**src/logic/vseq_pkg.sv**
```systemverilog
// package for the vector sequencer: opcodes, end modes, field layout, timing
// assumes a single vector clock domain; no register bus, all control is ports
package vseq_pkg;

  // primary instruction codes
  localparam logic [3:0] OP_NONE       = 4'h0;
  localparam logic [3:0] OP_END_UNCOND = 4'h1;
  localparam logic [3:0] OP_END_EQ     = 4'h2;
  localparam logic [3:0] OP_END_NE     = 4'h3;
  localparam logic [3:0] OP_END_IMM    = 4'h4;
  localparam logic [3:0] OP_WAIT_EQ    = 4'h5;
  localparam logic [3:0] OP_WAIT_NE    = 4'h6;
  localparam logic [3:0] OP_WAIT_EXT1  = 4'h7;
  localparam logic [3:0] OP_WAIT_EXT2  = 4'h8;
  localparam logic [3:0] OP_DELAY_C1   = 4'h9;
  localparam logic [3:0] OP_DELAY_C2   = 4'ha;
  localparam logic [3:0] OP_JUMP       = 4'hb;
  localparam logic [3:0] OP_JUMP_EQ    = 4'hc;
  localparam logic [3:0] OP_JUMP_NE    = 4'hd;
  localparam logic [3:0] OP_JUMP_EXT   = 4'he;

  // end modes for conditional END
  localparam logic [1:0] ENDM_STOP  = 2'h0;
  localparam logic [1:0] ENDM_LOCK  = 2'h1;
  localparam logic [1:0] ENDM_CYCLE = 2'h2;

  // instruction word fields
  localparam int OP_W      = 4;
  localparam int ENDM_W    = 2;
  localparam int EXTSEL_W  = 3;
  localparam int EXTCH_LO  = 16;   // first receiver channel usable as external input
  localparam int EXTCH_N   = 8;    // channels 16..23

  // vector clock
  localparam int CLK_HZ    = 20_000_000;
  localparam int CLK_NS    = 50;

  typedef enum logic [1:0] {
    ST_IDLE = 2'b00,
    ST_RUN  = 2'b01,
    ST_HOLD = 2'b10,
    ST_LOCK = 2'b11
  } seq_state_t;

endpackage

```
**src/logic/vector_sequencer.sv**
```systemverilog
// vector sequencer: steps the vector address counter and executes END, WAIT,
// DELAY and JUMP primary instructions fetched from instruction memory.
// assumes the instruction memory answers combinationally for the current address
// and that boards are joined by the cable signals equal_bus and jump_bus.
//
// Operation
// - four primary classes: END, WAIT, DELAY, JUMP
// - unconditional/immediate END stops, address stays put
// - END on Equal/Unequal follows flag, flag readable
// - stop, lock, cycle modes only conditional END
// - master shows timing generator running or stopped
// - WAIT on Equal/Unequal holds address per flag
// - external WAIT uses selected channel 16-23
// - no vector data clocked out while waiting
// - on awaited level, resume past WAIT location
// - DELAY holds address for loaded clock count
// - DELAY uses utility counter load and run
// - unconditional JUMP always loads target address
// - JUMP on Equal/Unequal branches on flag condition
// - JUMP on External branches on selected channel level
// - jump and equal signals shared over cable
// - unconditional END stops all boards that are running or locked (not in DELAY hold), each reports address
// - any board's compare holds or releases all boards
// - two external waits, each with own polarity
// - two delay counters for DELAY instructions
`timescale 1ns/1ps

module vector_sequencer
  import vseq_pkg::*;
#(
  parameter int ADDR_W = 16,
  parameter int CH_W   = 24,
  parameter int CNT_W  = 32
) (
  // clock and reset
  input  wire logic              core_clk_in,
  input  wire logic              rst_in,
  // control
  input  wire logic              start_in,
  input  wire logic              is_master_in,
  input  wire logic [1:0]        end_mode_in,
  input  wire logic [ADDR_W-1:0] start_addr_in,
  input  wire logic [EXTSEL_W-1:0] ext_wait1_sel_in,
  input  wire logic              ext_wait1_pol_in,
  input  wire logic [EXTSEL_W-1:0] ext_wait2_sel_in,
  input  wire logic              ext_wait2_pol_in,
  input  wire logic [EXTSEL_W-1:0] ext_jump_sel_in,
  input  wire logic              ext_jump_pol_in,
  input  wire logic [CNT_W-1:0]  delay1_load_in,
  input  wire logic [CNT_W-1:0]  delay2_load_in,
  // instruction memory
  input  wire logic [OP_W-1:0]   instr_op_in,
  input  wire logic [ADDR_W-1:0] instr_target_in,
  // compare path
  input  wire logic [CH_W-1:0]   rx_data_in,
  input  wire logic [CH_W-1:0]   expect_data_in,
  input  wire logic [CH_W-1:0]   cmp_enable_in,
  // interconnect cable, wired-or among boards
  input  wire logic              equal_bus_in,
  input  wire logic              unequal_bus_in,
  input  wire logic              jump_bus_in,
  input  wire logic              end_bus_in,
  // outputs
  output logic [ADDR_W-1:0]      vector_address_counter_out,
  output logic                   vector_clk_en_out,
  output logic                   running_out,
  output logic                   equal_flag_out,
  output logic                   equal_drive_out,
  output logic                   unequal_drive_out,
  output logic                   jump_drive_out,
  output logic                   end_drive_out,
  output logic                   timing_gen_running_status_out,
  output logic                   timing_gen_stopped_status_out
);

  // elaboration check: external channel mux needs channels 16..23
  if (CH_W < EXTCH_LO + EXTCH_N) begin : g_bad_ch
    $error("CH_W too small for external channels");
  end

  // external channel pick, used by three instructions
  function automatic logic ext_level(input logic [CH_W-1:0] d, input logic [EXTSEL_W-1:0] s);
    ext_level = d[EXTCH_LO + int'(s)];
  endfunction

  // ------------------------------------------------------------
  // pin synchronisers (three flops, change accepted when 2 and 3 agree)
  // ------------------------------------------------------------
  logic [EXTCH_N-1:0] ext_s1_q, ext_s2_q, ext_s3_q, ext_q;
  logic [EXTCH_N-1:0] ext_s1_d, ext_s2_d, ext_s3_d, ext_d;
  logic [2:0]         busa_q, busb_q, busc_q, bus_q;
  logic [2:0]         busa_d, busb_d, busc_d, bus_d;
  logic [CH_W-1:0]    ext_full;

  always_comb begin
    ext_s1_d = rx_data_in[EXTCH_LO +: EXTCH_N];
    ext_s2_d = ext_s1_q;
    ext_s3_d = ext_s2_q;
    busa_d   = {equal_bus_in, unequal_bus_in, jump_bus_in};
    busb_d   = busa_q;
    busc_d   = busb_q;
    ext_d    = ext_q;
    bus_d    = bus_q;
    // accept a bit only once the second and third stages agree (glitch filter)
    for (int i = 0; i < EXTCH_N; i++) begin
      if (ext_s2_q[i] == ext_s3_q[i]) begin
        ext_d[i] = ext_s3_q[i];
      end
    end
    for (int i = 0; i < 3; i++) begin
      if (busb_q[i] == busc_q[i]) begin
        bus_d[i] = busc_q[i];
      end
    end
    ext_full = '0;
    ext_full[EXTCH_LO +: EXTCH_N] = ext_q;
  end

  always_ff @(posedge core_clk_in or posedge rst_in) begin
    if (rst_in) begin
      ext_s1_q <= '0;
      ext_s2_q <= '0;
      ext_s3_q <= '0;
      ext_q    <= '0;
      busa_q   <= '0;
      busb_q   <= '0;
      busc_q   <= '0;
      bus_q    <= '0;
    end else begin
      ext_s1_q <= ext_s1_d;
      ext_s2_q <= ext_s2_d;
      ext_s3_q <= ext_s3_d;
      ext_q    <= ext_d;
      busa_q   <= busa_d;
      busb_q   <= busb_d;
      busc_q   <= busc_d;
      bus_q    <= bus_d;
    end
  end

  // end_bus uses the same three stage scheme
  logic [2:0] endsy_q, endsy_d;
  logic       end_seen_q, end_seen_d;
  always_comb begin
    endsy_d    = {endsy_q[1:0], end_bus_in};
    end_seen_d = end_seen_q;
    if (endsy_q[1] == endsy_q[2]) begin
      end_seen_d = endsy_q[2];
    end
  end
  always_ff @(posedge core_clk_in or posedge rst_in) begin
    if (rst_in) begin
      endsy_q    <= '0;
      end_seen_q <= 1'b0;
    end else begin
      endsy_q    <= endsy_d;
      end_seen_q <= end_seen_d;
    end
  end

  // ------------------------------------------------------------
  // sequencer
  // ------------------------------------------------------------
  seq_state_t        state_q, state_d;
  logic [ADDR_W-1:0] addr_q, addr_d;
  logic [CNT_W-1:0]  dcnt_q, dcnt_d;
  logic              eq_q, eq_d, clken_q, clken_d;
  logic              eqdrv_q, eqdrv_d, nedrv_q, nedrv_d, jdrv_q, jdrv_d, edrv_q, edrv_d;
  logic              timing_gen_running_status_q, timing_gen_running_status_d, timing_gen_stopped_status_q, timing_gen_stopped_status_d;
  logic              run_q, run_d;
  logic              local_eq, sys_eq, sys_ne, wait_go, take_jump, is_cond_end, end_hit;

  always_comb begin
    // local compare on enabled channels; shared so all boards decide alike
    local_eq    = ((rx_data_in ^ expect_data_in) & cmp_enable_in) == '0;
    // any board unequal clears equality everywhere
    sys_eq      = eq_q && !bus_q[1];
    sys_ne      = !eq_q || bus_q[1];
    wait_go     = 1'b1;
    take_jump   = 1'b0;
    is_cond_end = (instr_op_in == OP_END_EQ) || (instr_op_in == OP_END_NE);
    end_hit     = 1'b0;
    state_d  = state_q;
    addr_d   = addr_q;
    dcnt_d   = dcnt_q;
    eq_d     = eq_q;
    clken_d  = 1'b0;
    eqdrv_d  = eqdrv_q;
    nedrv_d  = nedrv_q;
    jdrv_d   = 1'b0;
    edrv_d   = 1'b0;
    timing_gen_running_status_d  = timing_gen_running_status_q;
    timing_gen_stopped_status_d = timing_gen_stopped_status_q;

    case (instr_op_in)
      OP_WAIT_EQ:   wait_go = sys_eq;
      OP_WAIT_NE:   wait_go = sys_ne;
      OP_WAIT_EXT1: wait_go = ext_level(ext_full, ext_wait1_sel_in) == ext_wait1_pol_in;
      OP_WAIT_EXT2: wait_go = ext_level(ext_full, ext_wait2_sel_in) == ext_wait2_pol_in;
      OP_JUMP:      take_jump = 1'b1;
      OP_JUMP_EQ:   take_jump = sys_eq;
      OP_JUMP_NE:   take_jump = sys_ne;
      OP_JUMP_EXT:  take_jump = ext_level(ext_full, ext_jump_sel_in) == ext_jump_pol_in;
      OP_END_UNCOND, OP_END_IMM: end_hit = 1'b1;
      OP_END_EQ:    end_hit = sys_eq;
      OP_END_NE:    end_hit = sys_ne;
      default:      wait_go = 1'b1;
    endcase

    case (state_q)
      ST_IDLE: begin
        if (start_in) begin
          state_d  = ST_RUN;
          addr_d   = start_addr_in;
          timing_gen_running_status_d  = 1'b1;
          timing_gen_stopped_status_d = 1'b0;
          eqdrv_d  = 1'b0;
          nedrv_d  = 1'b0;
        end
      end
      ST_RUN: begin
        // flag updated each vector; stays put after the run ends
        eq_d    = local_eq;
        eqdrv_d = local_eq;
        nedrv_d = !local_eq;
        if (end_seen_q) begin
          // another board ended unconditionally: stop here too
          state_d  = ST_IDLE;
          timing_gen_running_status_d  = 1'b0;
          timing_gen_stopped_status_d = 1'b1;
        end else if (end_hit) begin
          // address counter left on the END location, except cycle mode reloads the start address
          edrv_d = (instr_op_in == OP_END_UNCOND);
          if (is_cond_end && end_mode_in == ENDM_LOCK) begin
            state_d = ST_LOCK;
          end else if (is_cond_end && end_mode_in == ENDM_CYCLE) begin
            addr_d  = start_addr_in;
            clken_d = 1'b1;
          end else begin
            state_d  = ST_IDLE;
            timing_gen_running_status_d  = 1'b0;
            timing_gen_stopped_status_d = 1'b1;
          end
        end else if (!wait_go) begin
          clken_d = 1'b0;
        end else if (instr_op_in == OP_DELAY_C1 || instr_op_in == OP_DELAY_C2) begin
          // utility counter load for the selected delay counter
          dcnt_d  = (instr_op_in == OP_DELAY_C1) ? delay1_load_in : delay2_load_in;
          state_d = ST_HOLD;
        end else begin
          clken_d = 1'b1;
          jdrv_d  = take_jump;
          addr_d  = (take_jump || bus_q[0]) ? instr_target_in : addr_q + 1'b1;
        end
      end
      ST_HOLD: begin
        // one decrement per vector clock, move on at zero
        if (dcnt_q == '0) begin
          state_d = ST_RUN;
          addr_d  = addr_q + 1'b1;
          clken_d = 1'b1;
        end else begin
          dcnt_d = dcnt_q - 1'b1;
        end
      end
      ST_LOCK: begin
        // timing generator keeps running but the pattern is frozen
        timing_gen_running_status_d  = 1'b1;
        timing_gen_stopped_status_d = 1'b0;
        if (end_seen_q) begin
          // a cable end releases the lock and reports the generator stopped
          state_d  = ST_IDLE;
          timing_gen_running_status_d  = 1'b0;
          timing_gen_stopped_status_d = 1'b1;
        end
      end
      default: state_d = ST_IDLE;
    endcase
    // only the master reports timing generator status
    if (!is_master_in) begin
      timing_gen_running_status_d  = 1'b0;
      timing_gen_stopped_status_d = 1'b0;
    end
    // running flag kept in its own flop so the port comes straight from a register
    run_d = (state_d != ST_IDLE);
  end

  always_ff @(posedge core_clk_in or posedge rst_in) begin
    if (rst_in) begin
      state_q  <= ST_IDLE;
      addr_q   <= '0;
      dcnt_q   <= '0;
      eq_q     <= 1'b0;
      clken_q  <= 1'b0;
      eqdrv_q  <= 1'b0;
      nedrv_q  <= 1'b0;
      jdrv_q   <= 1'b0;
      edrv_q   <= 1'b0;
      timing_gen_running_status_q  <= 1'b0;
      timing_gen_stopped_status_q <= 1'b0;
      run_q    <= 1'b0;
    end else begin
      state_q  <= state_d;
      addr_q   <= addr_d;
      dcnt_q   <= dcnt_d;
      eq_q     <= eq_d;
      clken_q  <= clken_d;
      eqdrv_q  <= eqdrv_d;
      nedrv_q  <= nedrv_d;
      jdrv_q   <= jdrv_d;
      edrv_q   <= edrv_d;
      timing_gen_running_status_q  <= timing_gen_running_status_d;
      timing_gen_stopped_status_q <= timing_gen_stopped_status_d;
      run_q    <= run_d;
    end
  end

  // outputs straight from flops
  assign vector_address_counter_out    = addr_q;
  assign vector_clk_en_out             = clken_q;
  assign running_out                   = run_q;
  assign equal_flag_out                = eq_q;
  assign equal_drive_out               = eqdrv_q;
  assign unequal_drive_out             = nedrv_q;
  assign jump_drive_out                = jdrv_q;
  assign end_drive_out                 = edrv_q;
  assign timing_gen_running_status_out = timing_gen_running_status_q;
  assign timing_gen_stopped_status_out = timing_gen_stopped_status_q;

endmodule

```
**config.mk**
```make
export PLATFORM = sky130hd
export DESIGN_NAME = vector_sequencer
export DESIGN_NICKNAME = d
export VERILOG_FILES = /design/src/logic/vseq_pkg.sv /design/src/logic/vector_sequencer.sv
export SDC_FILE = /design/constraint.sdc
export NUM_CORES = 1
export LEC_CHECK = 0
export ABC_AREA = 0
export ABC_CLOCK_PERIOD_IN_PS = 4200
export BUFFER_PORTS_ARGS = -buffer_cell sky130_fd_sc_hd__buf_4
export CORE_MARGIN = 1
export CORE_UTILIZATION = 52
export CTS_BUF_LIST = sky130_fd_sc_hd__clkbuf_4
export CTS_CLUSTER_SIZE = 40
export DETAILED_ROUTE_END_ITERATION = 8
export HOLD_SLACK_MARGIN = 0.08
export PLACE_DENSITY_LB_ADDON = 0.05
export RECOVER_POWER = 50
export SYNTH_ARGS = -nofsm -noshare
export SYNTH_HDL_FRONTEND = slang
export SYNTH_SLANG_ARGS = --single-unit
```
**constraint.sdc**
```tcl
create_clock -name core_clk_in -period 4.2 [get_ports core_clk_in]
set_input_delay 0.63 -clock core_clk_in [delete_from_list [all_inputs] [get_ports core_clk_in]]
set_output_delay 0.63 -clock core_clk_in [all_outputs]
set_load 0.02 [all_outputs]
```
==> results.toml <==
[sta]
drv_slew = 71
tightest_slew_ns = 3.03
finalSetupTns_ns = 0
fmax_ghz = 0.304
slew_headroom_pct = -103
grt_setup_unrepaired = "no"
finClkSkew_ns = 0.0187
fin_crit_ns = 3.29
period_share_pct = 78.3
setup_viol_count_final = 0
setup_slack_ns = 0.913
finalHoldViolations = 0

[critical_path]
end_kind = "flop"
worst_path_max_delay_cell = "a211oi_4"
path_depth = 10
reg2reg_depth = 10
crit_start = "dcnt_q[0]$_DFFE_PP0P_"
path_class = "reg -> reg"
r2r_start = "dcnt_q[0]$_DFFE_PP0P_"
critPathCapture = "vector_address_counter_out[6]$_DFFE_PP0P_"
worstPathRequired_ns = 4.57
reg2reg_to = "vector_address_counter_out[6]$_DFFE_PP0P_"
crit_family = "compound AO/OA/AOI/OAI gates"
max_stage_delay_ns = 0.46
crit_path_start_kind = "flop"
critical_path_buf_inv_count = 2
rrSetupSlack_ns = 0.91
worst-path-max-fanout = 12
cp_cell_sequence = "inv_1, ha_1, nor3b_1, nand4_2, o41ai_4, nand2_1, a211oi_4, buf_4, o211ai_1, o32a_1"
worst-endpoint-arrival_ns = 3.66

[placement]
place_area_sq_um = 8040
place_congestion = 0.851
dp_slack_ns = 0.935
dp_hpwl_mm = 12.5
port_buffers = 217

[logic_synthesis]
synth_area_sq_um = 6350
synth_compound_area_share_pct = 21.3
yosysUniqueCellTypes = 68
synth_flop_cell = "dfrtp_1"
netlist_top_cells_area = "dfrtp_1 (41%), nand2_1 (6.6%), xor2_1 (4.0%)"
async_flop_share_pct = 100
post_synth_inst_count = 713
yosys.area_share.simple_pct = 21.2
synth_warnings = 0
synthMuxAreaShare_pct = 4.18
yosys.area.top_type = "dfrtp_1"
synth_nets = 914
syn_area_per_cell_sq_um = 8.91
synth_xor_area_share_pct = 5.93
synth_top_family_by_area = "compound AO/OA/AOI/OAI gates"
ys_seq_elements = 103
synth_fa_ha_area_share_pct = 3.11
synth-edff-count = 0
yosys.area.top_type_share_pct = 40.6
ys_seq_area_share_pct = 40.6

[clock_tree]
numClockSinks = 103
clockBufferDepth = 2
cts_setup_buffers = 0
postCtsHoldBufs = 0
cts_tree = "done"
cts_root_buf = "clkbuf_4"
clkLatencyLatePin_ns = 0.47
htreeDepth = 3
numCtsBuffers = 9
clkSlewWorstSetupHoldPaths_ns = 0.16
cts.repair.resized = 0

[cells_and_area]
regArea_sq_um = 2580
fin_area_sq_um = 8160
drive_gt1_share_pct = 28.3
layout_commonest_cell = "buf_4"
mostFrequentLayoutCells = "buf_4 (211), nand2_1 (112), dfrtp_1 (103), nor2_1 (54), a21oi_1 (42)"
multi_input_area_sq_um = 3540
area_growth_pct = 28.5
final.fill_count = 938
num-nets-final = 1108

[route]
wl_per_cell_um = 15.8
vias = 6070
first_iter_violations = 399
drc_errors = 0
viasPerCell = 5.75
drtAntennaViolNets = 0
first_pass_iters = 6
routed_wl_mm = 16.7

[floorplanning]
fp.dieArea_sq_um = 12700
ioPinCount = 219
die-width_um = 113
core_sq_um = 11700
dieHeight_um = 113
num_rows = 39
start_util_pct = 54.5

[worst_hold_path]
worstHoldPathCells = 1
hold_path.class = "in -> reg"

[global_routing]
grt-ovfl-total = 0
grt_usage_pct = 27.3
antenna_found_initial = 1
grt_max_degree = 71
grt_pass1_vias = 5861
grt_pass1_wl_mm = 27.7

[run_status]
status = "finished with violations"
violations = "max-capacitance violations, max-slew violations"

[run]
maxCapViolCount = 1

[power_and_ir_drop]
ir_worst_vdd_v = 0.000306
p_leak_nw = 3.66
p_total_mw = 4.46
power.density_nw_per_um2 = 546
## cells in the mapped netlist (5+ instances only)
master and number:
and2_1 5, a221o_1 20, maj3_1 11, inv_1 16, o21ai_0 33, nand2b_1 6
o31ai_1 9, nor4_1 5, dfrtp_1 103, o32a_1 10, o211ai_1 9, mux2i_1 13
or3_1 13, ha_1 7, a31oi_1 13, buf_2 7, nand2_1 112, nor3_1 23
nand3_1 13, xnor2_1 14, and3_1 12, a21o_1 7, nand4_1 9, xor2_1 29
clkbuf_1 26, nor2_1 54, nor2b_1 5, a22oi_1 18, mux2_2 6, a21oi_1 42
## worst register-to-register path, stage by stage (launching register included)
cell,delay [ns]
dfrtp_1,0.45
inv_1,0.09
ha_1,0.21
nor3b_1,0.35
nand4_2,0.33
o41ai_4,0.45
nand2_1,0.15
a211oi_4,0.46
buf_4,0.28
o211ai_1,0.12
o32a_1,0.30
## metrics by stage
step / std cells / hold WS [ns] / utilization, %
after floorplan: 713 / 0.331 / -
after global placement: 1039 / 0.335 / 69.0
after detailed placement: 1039 / 0.335 / 69.0
after CTS: 1055 / 0.235 / 70.2
after global routing: 1056 / 0.246 / 70.0
final: 1056 / 0.279 / 70.0
## per-layer routing
metal  up-vias  GRT usage [%]  part of all wire, %
li1       2987              -                    -
met1      2855           35.6                   44
met2       203           46.3                   49
met3        25           4.86                  4.8
met4         0           8.36                  1.8
met5         -              0                    0
## cell families after synthesis
| logic type | Yosys count |
|---|---|
| compound gates | 190 |
| xor+xnor | 43 |
| fa+ha+maj | 18 |
| buf+inv | 57 |
| flops | 103 |
| mux | 22 |
| simple gates | 280 |
## worst min path at each step
stage	from	endpoint	slack [ns]
6_report	rx_data_in[18]	ext_s1_q[2]$_DFF_PP0_	0.28
2_1_floorplan	busa_q[0]$_DFF_PP0_	busb_q[0]$_DFF_PP0_	0.33
3_5_place_dp	ext_s1_q[1]$_DFF_PP0_	ext_s2_q[1]$_DFF_PP0_	0.33
5_1_grt	rx_data_in[22]	ext_s1_q[6]$_DFF_PP0_	0.25
4_1_cts	jump_bus_in	busa_q[0]$_DFF_PP0_	0.23
3_3_place_gp	ext_s1_q[1]$_DFF_PP0_	ext_s2_q[1]$_DFF_PP0_	0.34
## state kept, by name, summed over array words and instances (netlist names), 3 cells and up
register	flops
endsy_q	3
ext_s2_q	8
ext_s3_q	8
dcnt_q	32
ext_q	8
ext_s1_q	8
vector_address_counter_out	16
## report_power, final
group / total (mW) / internal (mW) / switching [mW]
Combinational: 2.28 / 1.03 / 1.25
Sequential: 1.64 / 1.29 / 0.353
Clock: 0.531 / 0.188 / 0.343
Total: 4.46 / 2.51 / 1.95
## cell type report
| cell class | instances | share of cell area (%) |
|---|---|---|
| multi-input cells | 553 | 43.4 |
| flip-flops and latches | 103 | 31.6 |
| repair buffers | 224 | 20.3 |
| well taps | 143 | 2.19 |
| clock inverters | 7 | 0.935 |
| clock buffers | 9 | 0.828 |
| inverters | 16 | 0.751 |
| diodes | 1 | 0.0307 |
(Power assumes the default switching activity.)
